--- config.mk ---
export PLATFORM = sky130hd
export DESIGN_NAME = fpcd_host
export DESIGN_NICKNAME = d
export VERILOG_FILES = /design/src/rtl/fpcd_pkg.sv /design/src/rtl/fpcd_host.sv /design/src/rtl/fpcd_bus_cycle.sv
export VERILOG_INCLUDE_DIRS = /design/src /design/src/rtl
export SDC_FILE = /design/constraint.sdc
export NUM_CORES = 1
export LEC_CHECK = 0
export BUFFER_PORTS_ARGS = -buffer_cell sky130_fd_sc_hd__buf_2
export CORE_UTILIZATION = 35
export CTS_BUF_LIST = sky130_fd_sc_hd__clkbuf_16
export CTS_CLUSTER_SIZE = 30
export DETAILED_ROUTE_END_ITERATION = 10
export PLACE_DENSITY_LB_ADDON = 0.1
export SKIP_LAST_GASP = 1
export SLEW_MARGIN = 20
export SYNTH_ARGS = -nofsm -noshare
export SYNTH_HDL_FRONTEND = slang
export SYNTH_HIERARCHICAL = 1
export SYNTH_SLANG_ARGS = --single-unit
--- constraint.sdc ---
create_clock -name CLOCK -period 17.26 [get_ports CLOCK]
set_input_delay 1.726 -clock CLOCK [delete_from_list [all_inputs] [get_ports CLOCK]]
set_output_delay 1.726 -clock CLOCK [all_outputs]
set_load 0.03 [all_outputs]
--- src/rtl/fpcd_cfg.svh ---
// Constants for the flash protection command host: codes, addresses, timing.
`ifndef FPCD_CFG_SVH
`define FPCD_CFG_SVH
// ==========================================================
// Software register offsets (word index on the command port)
// ==========================================================
`define FPCD_REG_CTRL 4'h0
`define FPCD_REG_ADDR 4'h1
`define FPCD_REG_DATA 4'h2
`define FPCD_REG_STATUS 4'h3
`define FPCD_REG_RDATA 4'h4
`define FPCD_REG_PWD0 4'h5
`define FPCD_REG_PWD1 4'h6
`define FPCD_REG_PWD2 4'h7
`define FPCD_REG_PWD3 4'h8
`define FPCD_REG_ACC 4'h9
// ==========================================================
// Control register fields
// ==========================================================
`define FPCD_CTRL_OP_LSB 0
`define FPCD_CTRL_OP_W 5
`define FPCD_CTRL_START_BIT 8
`define FPCD_CTRL_COUNT_LSB 16
`define FPCD_CTRL_COUNT_W 8
// ==========================================================
// Command cycle addresses and data codes
// ==========================================================
`define FPCD_A_555 12'h555
`define FPCD_A_2AA 12'h2aa
`define FPCD_D_UNLOCK1 8'haa
`define FPCD_D_UNLOCK2 8'h55
`define FPCD_D_RESET 8'hf0
`define FPCD_D_AUTOSEL 8'h90
`define FPCD_D_EXIT2 8'h00
`define FPCD_D_PROG 8'ha0
`define FPCD_D_WBUF 8'h25
`define FPCD_D_WBCONF 8'h29
`define FPCD_D_BYPASS 8'h20
`define FPCD_D_ERASE 8'h80
`define FPCD_D_SECERASE 8'h30
`define FPCD_D_SUSPEND 8'hb0
`define FPCD_D_RESUME 8'h30
`define FPCD_D_PWUNLK2 8'h03
`define FPCD_D_SET_LOCKREG 8'h40
`define FPCD_D_SET_PASSWD 8'h60
`define FPCD_D_SET_PERSIST 8'hc0
`define FPCD_D_SET_FREEZE 8'h50
`define FPCD_D_SET_VOLAT 8'he0
`define FPCD_D_DYB_CLEAR 8'h01
// ==========================================================
// Limits and bus timing
// ==========================================================
`define FPCD_WBUF_MAX_CYCLES 37
`define FPCD_WBUF_MAX_WORDS 8'h1f
`define FPCD_PROT_VERIFY_OFS 8'h02
`define FPCD_CLK_NS 10
`define FPCD_T_WP_NS 35
`define FPCD_T_WP_CYC ((`FPCD_T_WP_NS + `FPCD_CLK_NS - 1) / `FPCD_CLK_NS)
`define FPCD_T_ACC_NS 70
`define FPCD_T_ACC_CYC ((`FPCD_T_ACC_NS + `FPCD_CLK_NS - 1) / `FPCD_CLK_NS)
`endif

--- src/rtl/fpcd_pkg.sv ---
// Types shared by the flash protection command host.
package fpcd_pkg;
    // Operations that software may order.
    typedef enum logic [4:0] {
        OP_RESET, OP_PROGRAM, OP_WBUF, OP_WBUF_ABORT, OP_BYPASS_ENTER,
        OP_BYPASS_PROG, OP_BYPASS_EXIT, OP_SECTOR_ERASE, OP_SUSPEND,
        OP_RESUME, OP_AUTOSEL_ID, OP_PROT_VERIFY, OP_SET_ENTER,
        OP_SET_EXIT, OP_SET_PROG, OP_SET_READ, OP_PPB_ERASE_ALL,
        OP_PW_UNLOCK, OP_PW_PROGRAM, OP_READ
    } fpcd_op_e;
    // One bus cycle toward the flash.
    typedef struct packed {
        logic wr;
        logic [22:0] addr;
        logic [15:0] data;
    } fpcd_cyc_s;
endpackage

--- src/rtl/fpcd_host.sv ---
// Host controller that drives flash command sequences from software orders.
// Notes on behaviour
// - Buffer loads stay within start page.
// - Word count operand is loads minus one.
// - Reset command leaves autoselect or timeout status.
// - Identification read as three separate reads.
// - Buffered sequence never exceeds 37 cycles.
// - Bypass program only inside bypass; exit 90/00.
// - Leave every set with 90 then 00.
// - Password words each programmed with A0 cycle.
// - Unlock: 25, 03, four words, then 29.
// - Acceleration input high while setting bits.
// - Bad sequence recovered with reset F0.
`timescale 1ns/10ps
`include "fpcd_cfg.svh"
module fpcd_host
    import fpcd_pkg::*;
#(
    parameter int AW = 23,
    parameter bit BOOT_MODEL = 1'b0
) (
    // Clock and reset.
    input wire logic CLOCK,
    input wire logic RESETN,
    // Software command port.
    input wire logic [3:0] REG_ADDR,
    input wire logic [31:0] REG_WDATA,
    input wire logic REG_WR,
    input wire logic REG_RD,
    output logic [31:0] REG_RDATA,
    // Flash pins.
    output logic FLASH_CE_N,
    output logic FLASH_WE_N,
    output logic FLASH_OE_N,
    output logic [22:0] FLASH_ADDR,
    output logic [15:0] FLASH_DQ_OUT,
    output logic FLASH_DQ_OE_N,
    input wire logic [15:0] FLASH_DQ_IN,
    output logic FLASH_ACC
);
    // ==========================================================
    // Reset synchroniser
    // ==========================================================
    logic rst_meta_q; // First stage, read only by the second.
    logic rst_n_q; // Released reset used by the whole design.
    always_ff @(posedge CLOCK or negedge RESETN) begin
        if (!RESETN) begin
            rst_meta_q <= 1'b0;
            rst_n_q <= 1'b0;
        end else begin
            rst_meta_q <= 1'b1;
            rst_n_q <= rst_meta_q;
        end
    end

    // ==========================================================
    // Software registers
    // ==========================================================
    logic [4:0] op_q; // Operation ordered by software.
    logic [7:0] count_q; // Word count or set mode code operand.
    logic [AW-1:0] addr_q; // Target address or sector address.
    logic [15:0] data_q; // Program value.
    logic [15:0] pwd_q [4]; // Password words.
    logic acc_q; // Acceleration input level.
    logic busy_q; // A sequence is running.
    logic err_q; // Last order was refused.
    logic bypass_q; // Device is in unlock-bypass mode.
    logic erasing_q; // A sector erase was started.
    logic suspended_q; // The erase is suspended.
    logic in_set_q; // Device is inside a protection command set.
    logic [15:0] rd_q; // Last read value.
    logic [15:0] id_q [3]; // Identification words.
    logic [7:0] step_q; // Cycle index within the sequence.
    logic [7:0] ridx_q; // Read index for the id/read phase.

    // Field decode of the control write.
    wire ctrl_wr = REG_WR && (REG_ADDR == `FPCD_REG_CTRL);
    wire start = ctrl_wr && REG_WDATA[`FPCD_CTRL_START_BIT];
    wire [4:0] new_op = REG_WDATA[`FPCD_CTRL_OP_LSB +: `FPCD_CTRL_OP_W];
    wire [7:0] new_cnt = REG_WDATA[`FPCD_CTRL_COUNT_LSB +: `FPCD_CTRL_COUNT_W];

    // Orders that the device state forbids are refused up front.
    wire bad_bp = (new_op == OP_BYPASS_PROG) && !bypass_q;
    wire bad_sus = (new_op == OP_SUSPEND) && !(erasing_q && !suspended_q);
    wire bad_res = (new_op == OP_RESUME) && !suspended_q;
    wire bad_wc = (new_op == OP_WBUF) && (new_cnt > `FPCD_WBUF_MAX_WORDS);
    wire refuse = bad_bp || bad_sus || bad_res || bad_wc;

    // Sector field: top bits down to A15, or A12 on boot models.
    localparam int SEC_LSB = BOOT_MODEL ? 12 : 15;
    wire [AW-1:0] sec_addr = {addr_q[AW-1:SEC_LSB], {SEC_LSB{1'b0}}};
    // Buffer load address kept in the start page.
    wire [AW-1:0] wbl_addr = {addr_q[AW-1:5], step_q[4:0] - 5'h3};

    // ==========================================================
    // Sequence table: the address and data of cycle step_q
    // ==========================================================
    fpcd_cyc_s cur;
    logic last_step;
    logic [7:0] code;
    // Unlock and command cycles drive only A11..0 and DQ7..0.
    function automatic fpcd_cyc_s wc8(input logic [11:0] a,
                                       input logic [7:0] d);
        fpcd_cyc_s c;
        c.wr = 1'b1;
        c.addr = {11'h000, a};
        c.data = {8'h00, d};
        return c;
    endfunction
    function automatic fpcd_cyc_s wfull(input logic [AW-1:0] a,
                                         input logic [15:0] d);
        fpcd_cyc_s c;
        c.wr = 1'b1;
        c.addr = 23'(a);
        c.data = d;
        return c;
    endfunction
    function automatic fpcd_cyc_s rd(input logic [AW-1:0] a);
        fpcd_cyc_s c;
        c.wr = 1'b0;
        c.addr = 23'(a);
        c.data = 16'h0000;
        return c;
    endfunction

    always_comb begin
        cur = wc8(`FPCD_A_555, `FPCD_D_RESET);
        last_step = 1'b1;
        code = count_q; // Mode code for set entry.
        case (op_q)
            OP_RESET: begin
                cur = wc8(12'h000, `FPCD_D_RESET);
            end
            OP_PROGRAM, OP_PW_PROGRAM, OP_SET_PROG: begin
                // Inside a set only A0 then address/data.
                if (op_q != OP_PROGRAM) begin
                    last_step = (step_q == 8'd1);
                    cur = (step_q == 8'd0) ? wc8(12'h000, `FPCD_D_PROG)
                                           : wfull(addr_q, data_q);
                end else begin
                    last_step = (step_q == 8'd3);
                    case (step_q)
                        8'd0: cur = wc8(`FPCD_A_555, `FPCD_D_UNLOCK1);
                        8'd1: cur = wc8(`FPCD_A_2AA, `FPCD_D_UNLOCK2);
                        8'd2: cur = wc8(`FPCD_A_555, `FPCD_D_PROG);
                        default: cur = wfull(addr_q, data_q);
                    endcase
                end
            end
            OP_WBUF: begin
                // 2 unlocks, 25, count, count+1 loads, 29.
                last_step = (step_q == count_q + 8'd5);
                if (step_q == 8'd0) begin
                    cur = wc8(`FPCD_A_555, `FPCD_D_UNLOCK1);
                end else if (step_q == 8'd1) begin
                    cur = wc8(`FPCD_A_2AA, `FPCD_D_UNLOCK2);
                end else if (step_q == 8'd2) begin
                    cur = wfull(sec_addr, {8'h00, `FPCD_D_WBUF});
                end else if (step_q == 8'd3) begin
                    cur = wfull(sec_addr, {8'h00, count_q});
                end else if (last_step) begin
                    cur = wfull(sec_addr, {8'h00, `FPCD_D_WBCONF});
                end else begin
                    cur = wfull(wbl_addr, data_q);
                end
            end
            OP_WBUF_ABORT, OP_BYPASS_ENTER, OP_SET_ENTER, OP_AUTOSEL_ID,
            OP_PROT_VERIFY: begin
                // Three-write entry, then reads for OP_AUTOSEL_ID and OP_PROT_VERIFY.
                case (op_q)
                    OP_WBUF_ABORT: code = `FPCD_D_RESET;
                    OP_BYPASS_ENTER: code = `FPCD_D_BYPASS;
                    OP_SET_ENTER: code = count_q;
                    default: code = `FPCD_D_AUTOSEL;
                endcase
                last_step = (op_q == OP_AUTOSEL_ID) ? (step_q == 8'd5)
                          : (op_q == OP_PROT_VERIFY) ? (step_q == 8'd3)
                          : (step_q == 8'd2);
                case (step_q)
                    8'd0: cur = wc8(`FPCD_A_555, `FPCD_D_UNLOCK1);
                    8'd1: cur = wc8(`FPCD_A_2AA, `FPCD_D_UNLOCK2);
                    8'd2: cur = wc8(`FPCD_A_555, code);
                    // Fourth cycle is a read; id takes three reads.
                    default: cur = (op_q == OP_PROT_VERIFY)
                        ? rd(sec_addr | AW'(`FPCD_PROT_VERIFY_OFS))
                        : rd(AW'(step_q == 8'd3 ? 8'h01
                                 : step_q == 8'd4 ? 8'h0e
                                 : 8'h0f));
                endcase
            end
            OP_BYPASS_PROG: begin
                last_step = (step_q == 8'd1);
                cur = (step_q == 8'd0) ? wc8(12'h000, `FPCD_D_PROG)
                                       : wfull(addr_q, data_q);
            end
            OP_BYPASS_EXIT, OP_SET_EXIT: begin
                last_step = (step_q == 8'd1);
                cur = (step_q == 8'd0) ? wc8(12'h000, `FPCD_D_AUTOSEL)
                                       : wc8(12'h000, `FPCD_D_EXIT2);
            end
            OP_SECTOR_ERASE: begin
                last_step = (step_q == 8'd5);
                case (step_q)
                    8'd0, 8'd3: cur = wc8(`FPCD_A_555, `FPCD_D_UNLOCK1);
                    8'd1, 8'd4: cur = wc8(`FPCD_A_2AA, `FPCD_D_UNLOCK2);
                    8'd2: cur = wc8(`FPCD_A_555, `FPCD_D_ERASE);
                    default: cur = wfull(sec_addr, {8'h00, `FPCD_D_SECERASE});
                endcase
            end
            OP_SUSPEND: cur = wc8(12'h000, `FPCD_D_SUSPEND);
            OP_RESUME: cur = wc8(12'h000, `FPCD_D_RESUME);
            OP_PPB_ERASE_ALL: begin
                last_step = (step_q == 8'd1);
                cur = (step_q == 8'd0) ? wc8(12'h000, `FPCD_D_ERASE)
                                       : wc8(12'h000, `FPCD_D_SECERASE);
            end
            OP_PW_UNLOCK: begin
                last_step = (step_q == 8'd6);
                case (step_q)
                    8'd0: cur = wc8(12'h000, `FPCD_D_WBUF);
                    8'd1: cur = wc8(12'h000, `FPCD_D_PWUNLK2);
                    8'd6: cur = wc8(12'h000, `FPCD_D_WBCONF);
                    default: cur = wfull(AW'(step_q - 8'd2),
                                         pwd_q[step_q[1:0] - 2'd2]);
                endcase
            end
            OP_SET_READ, OP_READ: cur = rd(addr_q);
            default: cur = wc8(12'h000, `FPCD_D_RESET);
        endcase
    end

    // ==========================================================
    // Bus cycle engine
    // ==========================================================
    logic cyc_done;
    logic [15:0] cyc_rdata;
    logic cyc_req_q; // Request pulse, dropped on the same edge as the engine takes it.
    fpcd_bus_cycle u_cycle (
        .clk(CLOCK),
        .rst_n(rst_n_q),
        .req(cyc_req_q),
        .cyc(cur),
        .done(cyc_done),
        .rdata(cyc_rdata),
        .ce_n(FLASH_CE_N),
        .we_n(FLASH_WE_N),
        .oe_n(FLASH_OE_N),
        .addr(FLASH_ADDR),
        .dq_out(FLASH_DQ_OUT),
        .dq_oe_n(FLASH_DQ_OE_N),
        .dq_in(FLASH_DQ_IN)
    );
    // Acceleration pin follows software; held high for bit setting.
    assign FLASH_ACC = acc_q;

    // Sequencer: one bus cycle per step, request dropped on the last.
    always_ff @(posedge CLOCK or negedge rst_n_q) begin
        if (!rst_n_q) begin
            busy_q <= 1'b0; // Idle in array read after reset.
            cyc_req_q <= 1'b0;
            step_q <= '0;
            op_q <= '0;
            count_q <= '0;
            err_q <= 1'b0;
        end else if (!busy_q && start) begin
            err_q <= refuse;
            busy_q <= !refuse;
            cyc_req_q <= !refuse;
            op_q <= new_op;
            count_q <= new_cnt;
            step_q <= '0;
        end else if (busy_q && cyc_done) begin
            cyc_req_q <= !last_step;
            busy_q <= !last_step;
            step_q <= step_q + 8'd1;
        end else if (busy_q) begin
            cyc_req_q <= 1'b0; // Engine takes the request in one edge.
        end
    end

    // Mode tracking from completed sequences.
    wire fin = busy_q && cyc_done && last_step;
    always_ff @(posedge CLOCK or negedge rst_n_q) begin
        if (!rst_n_q) begin
            bypass_q <= 1'b0;
            erasing_q <= 1'b0;
            suspended_q <= 1'b0;
            in_set_q <= 1'b0;
        end else if (fin) begin
            case (op_q)
                OP_RESET: begin
                    in_set_q <= 1'b0;
                    bypass_q <= 1'b0;
                end
                OP_BYPASS_ENTER: bypass_q <= 1'b1;
                OP_BYPASS_EXIT: bypass_q <= 1'b0;
                OP_SET_ENTER: in_set_q <= 1'b1;
                OP_SET_EXIT: in_set_q <= 1'b0;
                OP_SECTOR_ERASE: erasing_q <= 1'b1;
                OP_SUSPEND: suspended_q <= 1'b1;
                OP_RESUME: suspended_q <= 1'b0;
                default: in_set_q <= in_set_q;
            endcase
        end else if (!busy_q && ctrl_wr && REG_WDATA[9]) begin
            erasing_q <= 1'b0; // Software reports the erase finished.
            suspended_q <= 1'b0;
        end
    end

    // Read data capture and operand registers.
    always_ff @(posedge CLOCK or negedge rst_n_q) begin
        if (!rst_n_q) begin
            rd_q <= '0;
            id_q <= '{default: '0};
            addr_q <= '0;
            data_q <= '0;
            pwd_q <= '{default: '0};
            acc_q <= 1'b0;
        end else begin
            if (busy_q && cyc_done && !cur.wr) begin
                rd_q <= cyc_rdata;
                if (op_q == OP_AUTOSEL_ID && step_q >= 8'd3) begin
                    id_q[step_q[1:0] - 2'd3] <= cyc_rdata;
                end
            end
            if (REG_WR && REG_ADDR == `FPCD_REG_ADDR) addr_q <= AW'(REG_WDATA);
            if (REG_WR && REG_ADDR == `FPCD_REG_DATA) data_q <= REG_WDATA[15:0];
            if (REG_WR && REG_ADDR >= `FPCD_REG_PWD0
                    && REG_ADDR <= `FPCD_REG_PWD3) begin
                pwd_q[REG_ADDR[1:0] - 2'd1] <= REG_WDATA[15:0];
            end
            if (REG_WR && REG_ADDR == `FPCD_REG_ACC) acc_q <= REG_WDATA[0];
        end
    end

    // ==========================================================
    // Read port: data one cycle after the strobe
    // ==========================================================
    wire [31:0] status = {22'h0, rd_q[0] == 1'b0, in_set_q, suspended_q,
                          erasing_q, bypass_q, err_q, 3'h0, busy_q};
    logic [31:0] rsel;
    always_comb begin
        case (REG_ADDR)
            `FPCD_REG_STATUS: rsel = status;
            `FPCD_REG_RDATA: rsel = {16'h0, rd_q};
            `FPCD_REG_CTRL: rsel = {id_q[1], id_q[0]};
            `FPCD_REG_ADDR: rsel = {16'h0, id_q[2]};
            default: rsel = 32'h0000_0000;
        endcase
    end
    always_ff @(posedge CLOCK or negedge rst_n_q) begin
        if (!rst_n_q) begin
            REG_RDATA <= '0;
        end else begin
            REG_RDATA <= REG_RD ? rsel : 32'h0000_0000;
        end
    end
endmodule

--- src/rtl/fpcd_bus_cycle.sv ---
// One asynchronous flash bus cycle, timed from the system clock.
`timescale 1ns/10ps
`include "fpcd_cfg.svh"
module fpcd_bus_cycle
    import fpcd_pkg::*;
#(
    parameter int WP_CYC = `FPCD_T_WP_CYC,
    parameter int ACC_CYC = `FPCD_T_ACC_CYC
) (
    // Clock and reset.
    input wire logic clk,
    input wire logic rst_n,
    // Request side.
    input wire logic req,
    input wire fpcd_cyc_s cyc,
    output logic done,
    output logic [15:0] rdata,
    // Flash pins.
    output logic ce_n,
    output logic we_n,
    output logic oe_n,
    output logic [22:0] addr,
    output logic [15:0] dq_out,
    output logic dq_oe_n,
    input wire logic [15:0] dq_in
);
    // ==========================================================
    // Strobe timing
    // ==========================================================
    localparam int CW = 8;
    logic [CW-1:0] cnt_q; // Cycles left in the active strobe phase.
    logic busy_q; // A cycle is in progress.
    logic wr_q; // The cycle is a write.
    logic last;
    assign last = busy_q && (cnt_q == '0);

    // Done rises on the same edge as the strobes, together with rdata, so that the read data
    // captured at the rise already stand in rdata when the caller looks.
    always_ff @(posedge clk or negedge rst_n) begin
        if (!rst_n) begin
            done <= 1'b0;
        end else begin
            done <= last;
        end
    end

    // CE# and WE# fall together, so the later fall captures the address
    // and the earlier rise captures the data: both edges coincide.
    always_ff @(posedge clk or negedge rst_n) begin
        if (!rst_n) begin
            busy_q <= 1'b0;
            cnt_q <= '0;
            wr_q <= 1'b0;
            ce_n <= 1'b1;
            we_n <= 1'b1;
            oe_n <= 1'b1;
            addr <= '0;
            dq_out <= '0;
            dq_oe_n <= 1'b1;
            rdata <= '0;
        end else if (req && !busy_q) begin
            busy_q <= 1'b1;
            wr_q <= cyc.wr;
            cnt_q <= cyc.wr ? CW'(WP_CYC - 1) : CW'(ACC_CYC - 1);
            addr <= cyc.addr; // Address changes on the same edge as the fall and stands through it.
            dq_out <= cyc.data;
            dq_oe_n <= !cyc.wr; // Drive data only on writes.
            ce_n <= 1'b0;
            we_n <= !cyc.wr;
            oe_n <= cyc.wr;
        end else if (last) begin
            // Rising strobes end the cycle; address and data held until the next request.
            busy_q <= 1'b0;
            ce_n <= 1'b1;
            we_n <= 1'b1;
            oe_n <= 1'b1;
            if (!wr_q) begin
                rdata <= dq_in;
            end
        end else if (busy_q) begin
            cnt_q <= cnt_q - 1'b1;
        end
    end
endmodule

==> After elaboration in Yosys (flattened, before gate mapping) <==
Cells that the tools add are included.
{ "totals": {"reg_bits": 300, "input_bits": 56, "output_inout_bits": 76, "elab_cells": 215} }
{ "op_classes": {"addsub": 8, "magnitude_cmp": 9, "eq_ne": 39, "mux": 57, "bitwise": 6, "reduce_logical": 61} }
{ "ops": {"columns": ["operator", "n"], "rows": [
  ["one-hot mux 40 bit (11 select lines)", 1],
  ["one-hot mux 39 bit (3 select lines)", 3],
  ["two-way mux 39 bit", 5],
  ["one-hot mux 32 bit (4 select lines)", 1],
  ["one-hot mux 40 bit (3 select lines)", 1],
  ["two-way mux 31 bit", 3],
  ["bitwise mux 64 bit", 1],
  ["demux 16 bit (select 2 bit)", 2],
  ["two-way mux 16 bit", 4],
  ["two-way mux 8 bit", 7],
  ["equality test 5 x 4 -> 1 bit (second input constant)", 10],
  ["bitwise mux 48 bit", 1],
  ["binary-select mux 16 bit (select 2 bit)", 1],
  ["two-way mux 32 bit", 1],
  ["equality test 5 x 3 -> 1 bit (second input constant)", 5],
  ["equality test 8 x 3 -> 1 bit (second input constant)", 3],
  ["one-hot mux 8 bit (3 select lines)", 1],
  ["logical AND 1 bit", 23],
  ["equality test 5 bit (second input constant)", 4],
  ["two-way mux 1 bit", 19],
  ["equality test 8 x 2 -> 1 bit (second input constant)", 2],
  ["zero test 8 bit", 2],
  ["equality test 5 x 2 -> 1 bit (second input constant)", 3],
  ["AND reduction 2 bit", 6],
  ["41 further kinds", 71]
]} }

==> Longest topological paths before layout <==
Gate-level depths: netlist (run 1).
{ "logic_depth": {"word_depth": 11, "ltp_mapped": 15, "ltp_nobuf": 11} }

==> By module <==
The synthesis (run 1) kept the hierarchy.
{ "by_module_without_submodules": {"columns": ["mod", "n_inst", "cells_per_inst", "area_each_um2", "seq_area_each_um2"], "rows": [
  ["fpcd_host", 1, 1035, 11651.2, 5755.5],
  ["fpcd_bus_cycle", 1, 269, 2867.8, 1756.7]
]} }

==> Least setup slack after synthesis (run 1) <==
Ideal clock, no wire load.
{ "synth_timing": {"path_type": "input to register", "start": "in REG_ADDR[1]", "end": "reg data_q[10]", "setup_ps": 125, "t_arrival_ps": 3577, "t_required_ps": 17135, "slack_ps": 13558, "cell_stages": 5, "n_path_buf": 2, "cell_sequence": "clkbuf_1 nand2_1 nor4_1 clkbuf_1 mux2_2"} }
{ "synth_between": {"elab_chain_cells": 2} }
{ "synth_lines": {"columns": ["element", "line", "rtl"], "rows": [
  ["start: declaration", "fpcd_host.sv:26", "input wire logic [3:0] REG_ADDR,"],
  ["equality test 4 x 2 -> 1 bit (no source line)", null, null],
  ["logical AND 1 bit (no source line)", null, null],
  ["end signal: assignment", "fpcd_host.sv:327", "if (REG_WR && REG_ADDR == `FPCD_REG_DATA) data_q <= REG_WDATA[15:0];"],
  ["end: declaration", "fpcd_host.sv:62", "logic [15:0] data_q;"]
]} }
Every way passes these cells.
A chain may end at the register's enable or synchronous reset.

==> Worst setup path in the final report (run 1) <==
{ "layout_timing": {"start": "in REG_ADDR[2]", "end": "reg count_q[6]"} }
{ "layout_between": {"elab_chain_cells": 4} }
{ "layout_lines": {"columns": ["element", "line", "rtl"], "rows": [
  ["zero test 4 bit", null, null],
  ["logical AND 1 bit", "fpcd_host.sv:77", "wire ctrl_wr = REG_WR && (REG_ADDR == `FPCD_REG_CTRL);"],
  ["logical AND 1 bit", "fpcd_host.sv:78", "wire start = ctrl_wr && REG_WDATA[`FPCD_CTRL_START_BIT];"],
  ["logical AND 1 bit", "fpcd_host.sv:265", "end else if (!busy_q && start) begin"],
  ["end signal: assignment", "fpcd_host.sv:270", "count_q <= new_cnt;"],
  ["end: declaration", "fpcd_host.sv:60", "logic [7:0] count_q;"]
]} }
Every way passes these cells.

==> results of run 1 <==
==> flip-flops by register name, summed over array words and instances, names as in the netlist, 5 cells and up <==
name / cells
data_q: 16
rd_q: 16
u_cycle/rdata: 16
pwd_q: 64
count_q: 8
step_q: 8
addr_q: 23
REG_RDATA: 32
u_cycle/dq_out: 16
u_cycle/addr: 23
op_q: 5
id_q: 48
u_cycle/cnt_q: 8
==> area by class of cell <==
| type | count | area (um^2) | area share |
|---|---|---|---|
| sequential | 300 | 7520 | 0.450 |
| multi-input combinational | 893 | 6590 | 0.394 |
| clock buffer | 36 | 901 | 0.0539 |
| timing repair buffer | 144 | 790 | 0.0472 |
| tap | 532 | 666 | 0.0398 |
| clock inverter | 24 | 143 | 0.00853 |
| inverter | 28 | 105 | 0.00629 |
==> routing by layer <==
| layer | up-vias | part of all wire | GRT usage |
|---|---|---|---|
| met3 | 60 | 0.048 | 0.0393 |
| met2 | 259 | 0.45 | 0.320 |
| met1 | 5431 | 0.48 | 0.309 |
| met4 | 2 | 0.023 | 0.0601 |
| met5 | - | 0.00018 | 0 |
| li1 | 4851 | - | - |
==> cells by family after synthesis <==
group	after synthesis
buffers and inverters	111
DFF	300
other	1
and+or+nand+nor	431
adders and majority gates	11
xor gates and xnor gates	25
AOI/OAI and AO/OA	222
muxes	203
==> placed cells by master, fill, tap and decap left out, types with 7 or more instances in the layout <==
master,instances
sky130_fd_sc_hd__or2_2,7
sky130_fd_sc_hd__a222oi_1,9
sky130_fd_sc_hd__nand2_1,220
sky130_fd_sc_hd__a22oi_1,16
sky130_fd_sc_hd__a31oi_1,11
sky130_fd_sc_hd__mux2_4,10
sky130_fd_sc_hd__nor2_1,61
sky130_fd_sc_hd__clkbuf_16,36
sky130_fd_sc_hd__a21oi_1,42
sky130_fd_sc_hd__nor3_1,18
sky130_fd_sc_hd__buf_4,19
sky130_fd_sc_hd__inv_1,33
sky130_fd_sc_hd__nand3_1,23
sky130_fd_sc_hd__a21o_1,16
sky130_fd_sc_hd__o211ai_1,8
sky130_fd_sc_hd__dfrtp_1,295
sky130_fd_sc_hd__mux4_2,16
sky130_fd_sc_hd__o22ai_1,8
sky130_fd_sc_hd__o2bb2ai_1,8
sky130_fd_sc_hd__xnor2_1,16
sky130_fd_sc_hd__or3_1,7
sky130_fd_sc_hd__xor2_1,9
sky130_fd_sc_hd__buf_2,123
sky130_fd_sc_hd__nand2b_1,7
sky130_fd_sc_hd__mux2_2,172
sky130_fd_sc_hd__o21ai_0,38
sky130_fd_sc_hd__and3_1,19
sky130_fd_sc_hd__ha_1,11
sky130_fd_sc_hd__clkinv_1,13
==> path summary, 6_finish.rpt <==
path / startpoint / to / slack (ps)
max reg2reg: step_q[0] / u_cycle/dq_out[6] / 13210
min reg2reg: rst_n_q / u_cycle/dq_out[12] / 320
max: REG_ADDR[2] / count_q[6] / 13210
max in group asynchronous: rst_n_q / addr_q[22] / 14780
min: rst_n_q / u_cycle/dq_out[12] / 320
min in group CLOCK: rst_meta_q / rst_n_q / 350
==> power by group through the flow <==
stage / Sequential [W] / Combinational, W / Clock [W]
final: 0.000833 / 0.000216 / 0.000685
after global routing: 0.000844 / 0.000238 / 0.000737
after CTS: 0.000832 / 0.000218 / 0.000708
after detailed placement: 0.000844 / 0.000217 / 0
after global placement: 0.000842 / 0.000213 / 0
after floorplan: 0.000833 / 0.000154 / 0
==> stage by stage <==
step            util  total power (W)  setup WS, ps  std cells  area [um^2]
2_1_floorplan      -         0.000987          8290       1304        14500
3_3_place_gp   0.383          0.00105         12780       1896        15600
3_5_place_dp   0.383          0.00106         12680       1896        15600
4_1_cts        0.409          0.00176         13220       1956        16700
5_1_grt        0.409          0.00182         12990       1957        16700
6_report       0.409          0.00173         13210       1957        16700
==> critical path, cell delays in order <==
cell and delay (ps):
sky130_fd_sc_hd__buf_2 160, sky130_fd_sc_hd__nor4_2 730, sky130_fd_sc_hd__buf_4 440, sky130_fd_sc_hd__nand2_1 90, sky130_fd_sc_hd__nor2_1 210, sky130_fd_sc_hd__and2_1 870, sky130_fd_sc_hd__o21ai_0 180
==> flow_summary.html, run 1 <==
<table>
<tr><th>Metric</th><th>Value</th></tr>
<tr><th colspan="2">Yosys</th></tr>
<tr><td>Flip-flop and latch count after synthesis</td><td>300</td></tr>
<tr><td>Adder and majority cell fraction of the synthesized area</td><td>0.00948</td></tr>
<tr><td>Number of distinct library cell variants in the gate-level netlist after synthesis</td><td>a little under 90</td></tr>
<tr><td>Number of enable flip-flop cells after synthesis</td><td>0</td></tr>
<tr><td>Mapped Nets</td><td>1371</td></tr>
<tr><td>Proportion of synthesized chip area in sequential cells</td><td>0.517</td></tr>
<tr><td>Commonest cells in the netlist</td><td>296 x sky130_fd_sc_hd__dfrtp_1, 220 x sky130_fd_sc_hd__nand2_1, 172 x sky130_fd_sc_hd__mux2_2</td></tr>
<tr><td>Cells taking the most area after synthesis</td><td>sky130_fd_sc_hd__dfrtp_1 51%, sky130_fd_sc_hd__mux2_2 13%, sky130_fd_sc_hd__nand2_1 5.7%</td></tr>
<tr><td>Area fraction in compound gates after synthesis</td><td>0.112</td></tr>
<tr><td>Share of cell area taken by muxes after synthesis</td><td>0.172</td></tr>
<tr><td>Library cell with the highest instance count after synthesis</td><td>sky130_fd_sc_hd__dfrtp_1</td></tr>
<tr><td>Area of the mapped netlist</td><td>roughly 15000 um^2</td></tr>
<tr><td>Cell taking the most area after synthesis</td><td>sky130_fd_sc_hd__dfrtp_1</td></tr>
<tr><td>Mean area per synthesized cell</td><td>11.1 um^2</td></tr>
<tr><td>Main combinational cell family by area after synthesis</td><td>multiplexers</td></tr>
<tr><td>Post-synthesis share of cell area spent on xor and xnor gates</td><td>0.0151</td></tr>
<tr><td>Dominant synthesized flop cell</td><td>sky130_fd_sc_hd__dfrtp_1</td></tr>
<tr><td>Synth Instances</td><td>around 1300</td></tr>
<tr><td>Share of async-settable or async-resettable flops after synthesis</td><td>1.00</td></tr>
<tr><td>Total of warnings raised by yosys</td><td>6</td></tr>
<tr><td>Fraction of synthesized cell area taken by the top area cell type</td><td>0.510</td></tr>
<tr><td>Area share of and/or/nand/nor cells after synthesis</td><td>0.141</td></tr>
<tr><th colspan="2">Worst setup path</th></tr>
<tr><td>Crit path required time</td><td>approximately 18000 ps</td></tr>
<tr><td>Type of the worst setup path</td><td>in -&gt; reg</td></tr>
<tr><td>Worst Path Max Fanout</td><td>26</td></tr>
<tr><td>Element type at the critical path end</td><td>flip-flop</td></tr>
<tr><td>Endpoint arrival time on the critical path</td><td>roughly 4400 ps</td></tr>
<tr><td>Nature of the critical path startpoint</td><td>input pin</td></tr>
<tr><td>Cell depth of the worst flop-to-flop path</td><td>10</td></tr>
<tr><th colspan="2">CTS</th></tr>
<tr><td>Number of buffers inserted for hold repair after clock tree synthesis</td><td>0</td></tr>
<tr><td>Total number of clock tree sinks</td><td>300</td></tr>
<tr><td>Register clock-pin slew on the reported worst setup and hold paths</td><td>~60 ps</td></tr>
<tr><td>Clock tree from TritonCTS</td><td>built</td></tr>
<tr><td>Maximum number of buffers from clock root to sink</td><td>3</td></tr>
<tr><td>Number of instances resized during post-cts repair</td><td>0</td></tr>
<tr><td>Clock insertion delay at the later pin of the skew report</td><td>approximately 550 ps</td></tr>
<tr><td>Htree depth</td><td>2</td></tr>
<tr><td>Number of buffers added for setup after CTS</td><td>0</td></tr>
<tr><td>Number of buffers added by the clock tree synthesis step</td><td>35</td></tr>
<tr><td>Clock tree root driver cell</td><td>sky130_fd_sc_hd__clkbuf_16</td></tr>
<tr><th colspan="2">Layout</th></tr>
<tr><td>Final-layout fill cell count</td><td>between 3000 and 4000</td></tr>
<tr><td>Synthesis-to-finish area growth</td><td>15.1%</td></tr>
<tr><td>Antenna fix cells</td><td>0</td></tr>
<tr><td>Ratio of cells with drive above 1 in the final layout</td><td>0.303</td></tr>
<tr><td>Fin nets</td><td>between 1000 and 1500</td></tr>
<tr><th colspan="2">Floorplanning</th></tr>
<tr><td>Die Height</td><td>roughly 200 um</td></tr>
<tr><td>Num rows</td><td>74</td></tr>
<tr><td>Number of top-level design ports</td><td>roughly 130</td></tr>
<tr><td>Total die area</td><td>between 40000 and 50000 um^2</td></tr>
<tr><td>CORE AREA</td><td>approximately 41000 um^2</td></tr>
<tr><td>Initial standard-cell utilization of the core</td><td>0.356</td></tr>
<tr><td>Die X-Extent</td><td>between 200 and 250 um</td></tr>
<tr><th colspan="2">Hold path</th></tr>
<tr><td>Classification of the worst-slack hold path</td><td>reg -&gt; async</td></tr>
<tr><th colspan="2">STA</th></tr>
<tr><td>Skew final</td><td>around 17 ps</td></tr>
<tr><td>Number of failing setup endpoints in the final timing report</td><td>0</td></tr>
<tr><td>Ratio of final minimum period to clock period</td><td>0.235</td></tr>
<tr><td>RSZ-0062 raised after global routing</td><td>no</td></tr>
<tr><td>Max-slew headroom</td><td>0.291</td></tr>
<tr><td>Max-slew violation count</td><td>0</td></tr>
<tr><td>Post-Route Hold Slack</td><td>roughly 320 ps</td></tr>
<tr><td>Sum Neg Setup Slack</td><td>0 ps</td></tr>
<tr><td>Count of endpoints failing hold in the final timing report</td><td>0</td></tr>
<tr><td>Post-layout min period</td><td>4050 ps</td></tr>
<tr><td>Maximum achievable frequency</td><td>around 250 MHz</td></tr>
<tr><td>Worst-Margin Slew</td><td>around 1100 ps</td></tr>
<tr><th colspan="2">Status</th></tr>
<tr><td>Run status</td><td>complete, no violations</td></tr>
<tr><th colspan="2">Place</th></tr>
<tr><td>GP Congestion</td><td>around 0.96</td></tr>
<tr><td>Sum of net half-perimeters after detailed placement</td><td>~30 mm</td></tr>
<tr><td>Buffers added on ports</td><td>123</td></tr>
<tr><th colspan="2">Route</th></tr>
<tr><td>Number of nets still failing antenna checks after routing</td><td>0</td></tr>
<tr><td>Number of vias after detailed routing</td><td>between 10000 and 15000</td></tr>
<tr><td>Total routed wirelength</td><td>between 40 and 50 mm</td></tr>
<tr><td>TritonRoute pass-1 iters</td><td>5</td></tr>
<tr><td>Count of routing violations after the opening detailed-route iteration</td><td>~760</td></tr>
<tr><td>Average routed wire per standard cell</td><td>about 22 um</td></tr>
<tr><td>Post-route DRC</td><td>0</td></tr>
<tr><td>Vias/cell</td><td>about 5.4</td></tr>
<tr><th colspan="2">Pwr</th></tr>
<tr><td>Pint</td><td>~0.0013 W</td></tr>
<tr><td>Switch share</td><td>0.265</td></tr>
<tr><td>Share of power burned in the clock network</td><td>0.395</td></tr>
<tr><td>Psw</td><td>about 0.00046 W</td></tr>
<tr><td>Leakage power total</td><td>~8.0 nW</td></tr>
<tr><td>Worst-case vdd ir drop</td><td>~50 uV</td></tr>
<tr><td>Fraction of power consumed by combinational cells</td><td>0.125</td></tr>
<tr><td>Portion of total power attributed to sequential cells</td><td>0.480</td></tr>
<tr><td>Pwr per Cell Area</td><td>~100 nW/um^2</td></tr>
<tr><th colspan="2">Flow run</th></tr>
<tr><td>MaxCap Viol Count</td><td>0</td></tr>
<tr><th colspan="2">GRT</th></tr>
<tr><td>Via count of the first global-routing pass</td><td>roughly 11000</td></tr>
<tr><td>Initial antenna violation count</td><td>2</td></tr>
<tr><td>Global-route wire length before repair</td><td>67.3 mm</td></tr>
<tr><td>Maximum number of pins on one net before global-route repair</td><td>80</td></tr>
<tr><td>Global router's overall resource usage</td><td>0.212</td></tr>
<tr><td>Residual overflow from global routing</td><td>0</td></tr>
</table>
(Power assumes the default switching activity.)
==> run 2, diff against run 1 <==
==> constraint.sdc (replaced) <==
create_clock -name CLOCK -period 4.2 [get_ports CLOCK]
set_input_delay 0.42 -clock CLOCK [delete_from_list [all_inputs] [get_ports CLOCK]]
set_output_delay 0.42 -clock CLOCK [all_outputs]
set_load 0.03 [all_outputs]
==> flow_summary.html, run 2 (same netlist as run 1, synthesis figures left out) <==
<table>
<tr><th>Metric</th><th>Value</th></tr>
<tr><th colspan="2">Worst setup path</th></tr>
<tr><td>Type of the worst setup path</td><td>reg -&gt; reg</td></tr>
<tr><td>Cell depth of the worst flop-to-flop path</td><td>9 (-1)</td></tr>
<tr><td>Most prevalent standard cell on the critical path</td><td>sky130_fd_sc_hd__nand2_1</td></tr>
<tr><td>Nature of the critical path startpoint</td><td>flip-flop</td></tr>
<tr><td>Reg2Reg Capture Point</td><td>u_cycle/dq_out[2]</td></tr>
<tr><td>Worst Path Max Fanout</td><td>10 (-62%)</td></tr>
<tr><td>Launching instance or port of the critical path</td><td>step_q[4]</td></tr>
<tr><td>Endpoint arrival time on the critical path</td><td>3870 ps (-550 ps)</td></tr>
<tr><td>Register-to-register setup slack</td><td>750 ps (-12460 ps)</td></tr>
<tr><td>Cell with the biggest individual delay on the critical path</td><td>sky130_fd_sc_hd__or4_1</td></tr>
<tr><td>Element type at the critical path end</td><td>flip-flop</td></tr>
<tr><td>Delay contributed by the slowest stage of the critical path</td><td>710 ps (-160 ps)</td></tr>
<tr><td>Crit path required time</td><td>4630 ps (-13000 ps)</td></tr>
<tr><td>Origin of the critical flop-to-flop path</td><td>step_q[4]</td></tr>
<tr><td>Cells along the critical path</td><td>or4_1 -&gt; nor3_2 -&gt; nand2_1 -&gt; nand3_1 -&gt; o21ai_0 -&gt; a31oi_1 -&gt; o211ai_1 -&gt; nand2_1 -&gt; nand2_1</td></tr>
<tr><th colspan="2">Floorplanning</th></tr>
<tr><td>Number of top-level design ports</td><td>132 (unchanged)</td></tr>
<tr><td>Initial standard-cell utilization of the core</td><td>0.356 (unchanged)</td></tr>
<tr><td>CORE AREA</td><td>40800 um^2 (unchanged)</td></tr>
<tr><td>Die Height</td><td>206 um (unchanged)</td></tr>
<tr><td>Total die area</td><td>42300 um^2 (unchanged)</td></tr>
<tr><td>Die X-Extent</td><td>206 um (unchanged)</td></tr>
<tr><td>Num rows</td><td>74 (unchanged)</td></tr>
<tr><th colspan="2">Place</th></tr>
<tr><td>Instance area after placement</td><td>15800 um^2 (+1.1%)</td></tr>
<tr><td>GP Congestion</td><td>0.949 (-0.69%)</td></tr>
<tr><td>Worst slack after detailed placement</td><td>821 ps (-11860 ps)</td></tr>
<tr><td>Sum of net half-perimeters after detailed placement</td><td>30.8 mm (+4.0%)</td></tr>
<tr><td>Buffers added on ports</td><td>123 (unchanged)</td></tr>
<tr><td>DP Cell Count</td><td>1918 (+1.2%)</td></tr>
<tr><th colspan="2">CTS</th></tr>
<tr><td>Number of instances resized during post-cts repair</td><td>0 (unchanged)</td></tr>
<tr><td>Register clock-pin slew on the reported worst setup and hold paths</td><td>70 ps (about the same)</td></tr>
<tr><td>Number of buffers added by the clock tree synthesis step</td><td>36 (+2.9%)</td></tr>
<tr><td>Clock insertion delay at the later pin of the skew report</td><td>540 ps (about the same)</td></tr>
<tr><td>Htree depth</td><td>2 (unchanged)</td></tr>
<tr><td>Total number of clock tree sinks</td><td>300 (unchanged)</td></tr>
<tr><td>Clock tree root driver cell</td><td>sky130_fd_sc_hd__clkbuf_16</td></tr>
<tr><td>Clock tree from TritonCTS</td><td>built</td></tr>
<tr><td>Maximum number of buffers from clock root to sink</td><td>3 (unchanged)</td></tr>
<tr><td>Number of buffers added for setup after CTS</td><td>0 (unchanged)</td></tr>
<tr><th colspan="2">STA</th></tr>
<tr><td>Worst-Margin Slew</td><td>1010 ps (-56.7 ps)</td></tr>
<tr><td>Max-slew violation count</td><td>0 (unchanged)</td></tr>
<tr><td>RSZ-0062 raised after global routing</td><td>no</td></tr>
<tr><td>PnR worst setup slack</td><td>752 ps (-12460 ps)</td></tr>
<tr><td>Ratio of final minimum period to clock period</td><td>0.821</td></tr>
<tr><td>Maximum achievable frequency</td><td>290 MHz</td></tr>
<tr><td>Count of endpoints failing hold in the final timing report</td><td>0 (unchanged)</td></tr>
<tr><td>Number of failing setup endpoints in the final timing report</td><td>0 (unchanged)</td></tr>
<tr><td>Skew final</td><td>16.7 ps (-0.380 ps)</td></tr>
<tr><td>Max-slew headroom</td><td>0.327 (+0.0362)</td></tr>
<tr><td>Post-layout min period</td><td>~3400 ps</td></tr>
<tr><td>Sum Neg Setup Slack</td><td>0 ps (unchanged)</td></tr>
<tr><th colspan="2">Layout</th></tr>
<tr><td>Most common library cell in the layout ignoring fill and taps</td><td>sky130_fd_sc_hd__dfrtp_1</td></tr>
<tr><td>Top register by number of flip-flops</td><td>pwd_q</td></tr>
<tr><td>Flip-flop count of the largest register, all copies and words added</td><td>64 (unchanged)</td></tr>
<tr><td>Most used cells in the layout excluding fill and tap cells</td><td>295 x sky130_fd_sc_hd__dfrtp_1, 220 x sky130_fd_sc_hd__nand2_1, 172 x sky130_fd_sc_hd__mux2_2, 123 x sky130_fd_sc_hd__buf_2, 61 x sky130_fd_sc_hd__nor2_1</td></tr>
<tr><td>Non-Filler Instances</td><td>1982 (+1.3%)</td></tr>
<tr><td>Synthesis-to-finish area growth</td><td>16.6%</td></tr>
<tr><td>Largest regs</td><td>pwd_q: 64 flops, id_q: 48 flops, REG_RDATA: 32 flops</td></tr>
<tr><td>Cell area after layout</td><td>16900 um^2 (+1.3%)</td></tr>
<tr><td>Antenna fix cells</td><td>0 (unchanged)</td></tr>
<tr><td>Ratio of cells with drive above 1 in the final layout</td><td>0.314 (+0.0113)</td></tr>
<tr><td>Fin nets</td><td>1493 (+1.6%)</td></tr>
<tr><th colspan="2">Route</th></tr>
<tr><td>Total routed wirelength</td><td>44.5 mm (+1.7%)</td></tr>
<tr><td>Number of vias after detailed routing</td><td>10622 (+0.18%)</td></tr>
<tr><td>TritonRoute pass-1 iters</td><td>5 (unchanged)</td></tr>
<tr><td>Vias/cell</td><td>5.36 (-1.1%)</td></tr>
<tr><td>Number of nets still failing antenna checks after routing</td><td>0 (unchanged)</td></tr>
<tr><td>Count of routing violations after the opening detailed-route iteration</td><td>865 (+14%)</td></tr>
<tr><td>Average routed wire per standard cell</td><td>22.5 um (+0.45%)</td></tr>
<tr><td>Post-route DRC</td><td>0 (unchanged)</td></tr>
<tr><th colspan="2">GRT</th></tr>
<tr><td>Global-route wire length before repair</td><td>68.0 mm (+1.0%)</td></tr>
<tr><td>Initial antenna violation count</td><td>1 (-1)</td></tr>
<tr><td>Residual overflow from global routing</td><td>0 (unchanged)</td></tr>
<tr><td>Global router's overall resource usage</td><td>0.215 (+0.00279)</td></tr>
<tr><td>Maximum number of pins on one net before global-route repair</td><td>79 (-1.3%)</td></tr>
<tr><td>Via count of the first global-routing pass</td><td>10644 (+0.45%)</td></tr>
<tr><th colspan="2">Status</th></tr>
<tr><td>Run status</td><td>complete, no violations</td></tr>
<tr><th colspan="2">Pwr</th></tr>
<tr><td>Worst-case vdd ir drop</td><td>272 uV (+440%)</td></tr>
<tr><td>Post-layout total power</td><td>0.00723 W (+320%)</td></tr>
<tr><td>Leakage power total</td><td>8.14 nW (+2.0%)</td></tr>
<tr><td>Pwr per Cell Area</td><td>427 nW/um^2 (+310%)</td></tr>
<tr><th colspan="2">Flow run</th></tr>
<tr><td>MaxCap Viol Count</td><td>0 (unchanged)</td></tr>
<tr><th colspan="2">Hold path</th></tr>
<tr><td>Worst hold path depth</td><td>3</td></tr>
<tr><td>Startpoint of the lowest-slack hold path</td><td>REG_WDATA[18]</td></tr>
<tr><td>Endpoint with the worst hold slack</td><td>count_q[2]</td></tr>
<tr><td>Classification of the worst-slack hold path</td><td>in -&gt; reg</td></tr>
</table>
==> run 2: worst max path at each step <==
stage / endpoint / slack [ps]
CTS: u_cycle/dq_out[2] / 800
global placement: u_cycle/dq_out[2] / 760
global route: u_cycle/dq_out[2] / 600
floorplan: id_q[31] / 760
detailed placement: u_cycle/dq_out[2] / 820
finish: u_cycle/dq_out[2] / 750
==> run 2: power by group <==
part | total (W) | internal [W] | switching (W)
Clock | 0.00290 | 0.00168 | 0.00123
Combinational | 0.000911 | 0.000459 | 0.000452
Sequential | 0.00341 | 0.00318 | 0.000236
Total | 0.00723 | 0.00532 | 0.00191
==> run 2: critical path: cells and delay by family (launching register included) <==
| kind | cells | cell delay, ps |
|---|---|---|
| simple gates | 6 | 2070 |
| compound gates | 3 | 740 |
| flops | 1 | 530 |
==> run 2: layer usage <==
| layer | track usage | share of wire | vias to the layer above |
|---|---|---|---|
| li1 | - | - | 4895 |
| met1 | 0.308 | 0.48 | 5415 |
| met2 | 0.331 | 0.45 | 249 |
| met3 | 0.0320 | 0.044 | 63 |
| met4 | 0.0717 | 0.028 | 0 |
| met5 | 0 | 0 | - |
==> run 2: layout make-up <==
class / count / area [um^2]
fillers: 4003 / 23900
inverters: 28 / 105
multi-input cells: 893 / 6580
well taps: 532 / 666
repair buffers: 167 / 986
clock inverters: 26 / 179
flip-flops and latches: 300 / 7520
clock buffers: 36 / 901
==> run 2: metrics by stage <==
| step | hold slack, ps | utilization |
|---|---|---|
| after floorplan | 124 | - |
| after CTS | 70.0 | 0.414 |
| final | 96.9 | 0.415 |
| after global placement | 207 | 0.387 |
| after global routing | 96.0 | 0.415 |
| after detailed placement | 212 | 0.387 |
==> run 2: repair_timing <==
action,in CTS,in global routing
endpoints found under the hold margin,2,0
setup endpoints to repair,0,0
hold buffers,1,0
==> run 3, diff against run 2 <==
==> constraint.sdc (replaced) <==
create_clock -name CLOCK -period 3.5 [get_ports CLOCK]
set_input_delay 0.35 -clock CLOCK [delete_from_list [all_inputs] [get_ports CLOCK]]
set_output_delay 0.35 -clock CLOCK [all_outputs]
set_load 0.03 [all_outputs]
==> flow_summary.html, run 3 (same netlist as run 1, synthesis figures left out) <==
<table>
<tr><th>Metric</th><th>Value</th></tr>
<tr><th colspan="2">Pwr</th></tr>
<tr><td>Leakage power total</td><td>8.34 nW (+2.4%)</td></tr>
<tr><td>Psw</td><td>0.00233 W (+22%)</td></tr>
<tr><td>Portion of total power attributed to sequential cells</td><td>0.461 (-0.011)</td></tr>
<tr><td>Pint</td><td>0.00654 W (+23%)</td></tr>
<tr><td>Share of power burned in the clock network</td><td>0.415 (+0.013)</td></tr>
<tr><td>Worst-case vdd ir drop</td><td>365 uV (+34%)</td></tr>
<tr><td>Switch share</td><td>0.263 (-0.00170)</td></tr>
<tr><td>Pwr per Cell Area</td><td>514 nW/um^2 (+20%)</td></tr>
<tr><td>Fraction of power consumed by combinational cells</td><td>0.125 (about the same)</td></tr>
<tr><th colspan="2">Worst setup path</th></tr>
<tr><td>Register-to-register setup slack</td><td>300 ps (-450 ps)</td></tr>
<tr><td>Origin of the critical flop-to-flop path</td><td>op_q[2]</td></tr>
<tr><td>Crit-path leading delay family</td><td>simple AND/OR/NAND/NOR gates</td></tr>
<tr><td>Crit path required time</td><td>3920 ps (-710 ps)</td></tr>
<tr><td>Endpoint arrival time on the critical path</td><td>3630 ps (-240 ps)</td></tr>
<tr><td>Worst Path Max Fanout</td><td>16 (+6)</td></tr>
<tr><td>Cells along the critical path</td><td>buf_4 -&gt; nor2b_1 -&gt; a21boi_0 -&gt; nor2_2 -&gt; a21oi_1 -&gt; nor2_2 -&gt; o2111ai_4 -&gt; mux2_1</td></tr>
<tr><td>Combined buffer and inverter count along the critical path</td><td>1 (+1)</td></tr>
<tr><td>Nature of the critical path startpoint</td><td>flip-flop</td></tr>
<tr><td>Most prevalent standard cell on the critical path</td><td>sky130_fd_sc_hd__nor2_2</td></tr>
<tr><td>Cell depth of the worst flop-to-flop path</td><td>8 (-1)</td></tr>
<tr><td>Element type at the critical path end</td><td>flip-flop</td></tr>
<tr><td>Delay contributed by the slowest stage of the critical path</td><td>550 ps (-160 ps)</td></tr>
<tr><td>Type of the worst setup path</td><td>reg -&gt; reg</td></tr>
<tr><td>Cell with the biggest individual delay on the critical path</td><td>sky130_fd_sc_hd__nor2_2</td></tr>
<tr><td>Reg2Reg Capture Point</td><td>id_q[37]</td></tr>
<tr><th colspan="2">Route</th></tr>
<tr><td>Vias/cell</td><td>5.36 (about the same)</td></tr>
<tr><td>Number of nets still failing antenna checks after routing</td><td>0 (unchanged)</td></tr>
<tr><td>Number of vias after detailed routing</td><td>10812 (+1.8%)</td></tr>
<tr><td>Count of routing violations after the opening detailed-route iteration</td><td>759 (-12%)</td></tr>
<tr><td>Average routed wire per standard cell</td><td>22.0 um (-2.3%)</td></tr>
<tr><td>Total routed wirelength</td><td>44.3 mm (-0.50%)</td></tr>
<tr><td>Post-route DRC</td><td>0 (unchanged)</td></tr>
<tr><td>TritonRoute pass-1 iters</td><td>5 (unchanged)</td></tr>
<tr><th colspan="2">CTS</th></tr>
<tr><td>Clock insertion delay at the later pin of the skew report</td><td>560 ps (+20 ps)</td></tr>
<tr><td>Register clock-pin slew on the reported worst setup and hold paths</td><td>60 ps (about the same)</td></tr>
<tr><td>Clock tree from TritonCTS</td><td>built</td></tr>
<tr><td>Maximum number of buffers from clock root to sink</td><td>3 (unchanged)</td></tr>
<tr><td>Htree depth</td><td>2 (unchanged)</td></tr>
<tr><td>Total number of clock tree sinks</td><td>300 (unchanged)</td></tr>
<tr><td>Number of instances resized during post-cts repair</td><td>0 (unchanged)</td></tr>
<tr><td>Number of buffers added for setup after CTS</td><td>0 (unchanged)</td></tr>
<tr><td>Number of buffers added by the clock tree synthesis step</td><td>37 (+2.8%)</td></tr>
<tr><td>Clock tree root driver cell</td><td>sky130_fd_sc_hd__clkbuf_16</td></tr>
<tr><th colspan="2">STA</th></tr>
<tr><td>Sum Neg Setup Slack</td><td>0 ps (unchanged)</td></tr>
<tr><td>Ratio of final minimum period to clock period</td><td>0.915 (+0.0938)</td></tr>
<tr><td>RSZ-0062 raised after global routing</td><td>no</td></tr>
<tr><td>Max-slew headroom</td><td>0.275 (-0.0521)</td></tr>
<tr><td>Maximum achievable frequency</td><td>312 MHz (+7.7%)</td></tr>
<tr><td>Max-slew violation count</td><td>0 (unchanged)</td></tr>
<tr><td>Count of endpoints failing hold in the final timing report</td><td>0 (unchanged)</td></tr>
<tr><td>Skew final</td><td>22.3 ps (+5.56 ps)</td></tr>
<tr><td>Number of failing setup endpoints in the final timing report</td><td>0 (unchanged)</td></tr>
<tr><td>Post-layout min period</td><td>3200 ps (-246 ps)</td></tr>
<tr><td>Worst-Margin Slew</td><td>1080 ps (+72.3 ps)</td></tr>
<tr><th colspan="2">Floorplanning</th></tr>
<tr><td>Initial standard-cell utilization of the core</td><td>0.356 (unchanged)</td></tr>
<tr><td>CORE AREA</td><td>40800 um^2 (unchanged)</td></tr>
<tr><td>Die X-Extent</td><td>206 um (unchanged)</td></tr>
<tr><td>Total die area</td><td>42300 um^2 (unchanged)</td></tr>
<tr><td>Num rows</td><td>74 (unchanged)</td></tr>
<tr><td>Number of top-level design ports</td><td>132 (unchanged)</td></tr>
<tr><td>Die Height</td><td>206 um (unchanged)</td></tr>
<tr><th colspan="2">GRT</th></tr>
<tr><td>Global-route wire length before repair</td><td>68.3 mm (+0.44%)</td></tr>
<tr><td>Global router's overall resource usage</td><td>0.216 (+0.000538)</td></tr>
<tr><td>Residual overflow from global routing</td><td>0 (unchanged)</td></tr>
<tr><td>Via count of the first global-routing pass</td><td>10758 (+1.1%)</td></tr>
<tr><td>Maximum number of pins on one net before global-route repair</td><td>82 (+3.8%)</td></tr>
<tr><td>Initial antenna violation count</td><td>1 (unchanged)</td></tr>
<tr><th colspan="2">Layout</th></tr>
<tr><td>Cell area after layout</td><td>17300 um^2 (+2.0%)</td></tr>
<tr><td>Most used cells in the layout excluding fill and tap cells</td><td>295 x sky130_fd_sc_hd__dfrtp_1, 220 x sky130_fd_sc_hd__nand2_1, 172 x sky130_fd_sc_hd__mux2_2, 123 x sky130_fd_sc_hd__buf_2, 62 x sky130_fd_sc_hd__buf_4</td></tr>
<tr><td>Fin nets</td><td>1524 (+2.1%)</td></tr>
<tr><td>Top register by number of flip-flops</td><td>pwd_q</td></tr>
<tr><td>Ratio of cells with drive above 1 in the final layout</td><td>0.326 (+0.0114)</td></tr>
<tr><td>Largest regs</td><td>pwd_q: 64 flops, id_q: 48 flops, REG_RDATA: 32 flops</td></tr>
<tr><td>Most common library cell in the layout ignoring fill and taps</td><td>sky130_fd_sc_hd__dfrtp_1</td></tr>
<tr><td>Flip-flop count of the largest register, all copies and words added</td><td>64 (unchanged)</td></tr>
<tr><td>Synthesis-to-finish area growth</td><td>18.9%</td></tr>
<tr><th colspan="2">Hold path</th></tr>
<tr><td>Endpoint with the worst hold slack</td><td>u_cycle/rdata[5]</td></tr>
<tr><td>Classification of the worst-slack hold path</td><td>in -&gt; reg</td></tr>
<tr><td>Startpoint of the lowest-slack hold path</td><td>FLASH_DQ_IN[5]</td></tr>
<tr><td>Worst hold path depth</td><td>2 (-1)</td></tr>
<tr><th colspan="2">Place</th></tr>
<tr><td>Instance area after placement</td><td>16000 um^2 (+1.3%)</td></tr>
<tr><td>Sum of net half-perimeters after detailed placement</td><td>30.9 mm (+0.31%)</td></tr>
<tr><td>GP Congestion</td><td>0.960 (+1.2%)</td></tr>
<tr><td>Buffers added on ports</td><td>123 (unchanged)</td></tr>
<tr><th colspan="2">Flow run</th></tr>
<tr><td>MaxCap Viol Count</td><td>0 (unchanged)</td></tr>
<tr><th colspan="2">Status</th></tr>
<tr><td>Run status</td><td>complete, no violations</td></tr>
</table>
==> run 3: changes by cell type in the layout (fill, tap and decap cells not counted), moves of 2 or more <==
cell,before,now
sky130_fd_sc_hd__dlygate4sd3_1,1,8
sky130_fd_sc_hd__clkinvlp_4,2,0
sky130_fd_sc_hd__clkinv_2,3,5
sky130_fd_sc_hd__clkinv_4,0,2
sky130_fd_sc_hd__buf_4,40,62
==> run 3: worst max-delay path by stage <==
stage / slack (ps) / from / cells past startpoint / endpoint
4_1_cts: 280 / op_q[2] / 8 / id_q[31]
2_1_floorplan: 60 / step_q[0] / 14 / id_q[31]
5_1_grt: 80 / op_q[2] / 8 / id_q[31]
3_5_place_dp: 280 / op_q[2] / 8 / id_q[31]
3_3_place_gp: 340 / op_q[2] / 8 / id_q[31]
6_report: 300 / op_q[2] / 8 / id_q[37]
==> run 3: area by class of cell <==
cell class | count | area [um^2]
Tap cell | 532 | 666
Fill cell | 3965 | 23600
Clock inverter | 30 | 234
Clock buffer | 37 | 926
Sequential cell | 300 | 7520
Inverter | 28 | 105
Multi-Input combinational cell | 893 | 6580
Timing Repair Buffer | 197 | 1240
Antenna cell | 1 | 2.50
==> run 3: repair_timing <==
item / in CTS / in global routing
hold buffers: 8 / 0
endpoints found under the hold margin: 9 / 0
setup endpoints to repair: 0 / 0
==> run 3: per-layer routing <==
metal,part of all wire,wire length [um],GRT usage,vias up
met5,0,0,0,-
met2,0.45,19900,0.327,282
met1,0.47,20700,0.309,5470
li1,-,-,-,4981
met3,0.054,2380,0.0360,79
met4,0.029,1290,0.0759,0
==> run 3: power by group through the flow <==
stage          Clock [W]  Sequential [W]  Combinational (W)
2_1_floorplan          0         0.00411           0.000760
3_3_place_gp           0         0.00413            0.00110
6_report         0.00368         0.00409            0.00111
3_5_place_dp           0         0.00414            0.00112
4_1_cts          0.00379         0.00408            0.00113
5_1_grt          0.00391         0.00414            0.00122
==> run 3: stage by stage <==
stage               setup WS (ps)  cells  utilization  total power [W]  hold WS (ps)
finish                        299   2018        0.423          0.00887          27.0
global route                 82.5   2017        0.423          0.00927          12.8
CTS                           283   2017        0.423          0.00900        0.0654
detailed placement            277   1942        0.392          0.00526           137
global placement              342   1942        0.392          0.00524           136
floorplan                    63.0   1304            -          0.00487          54.4
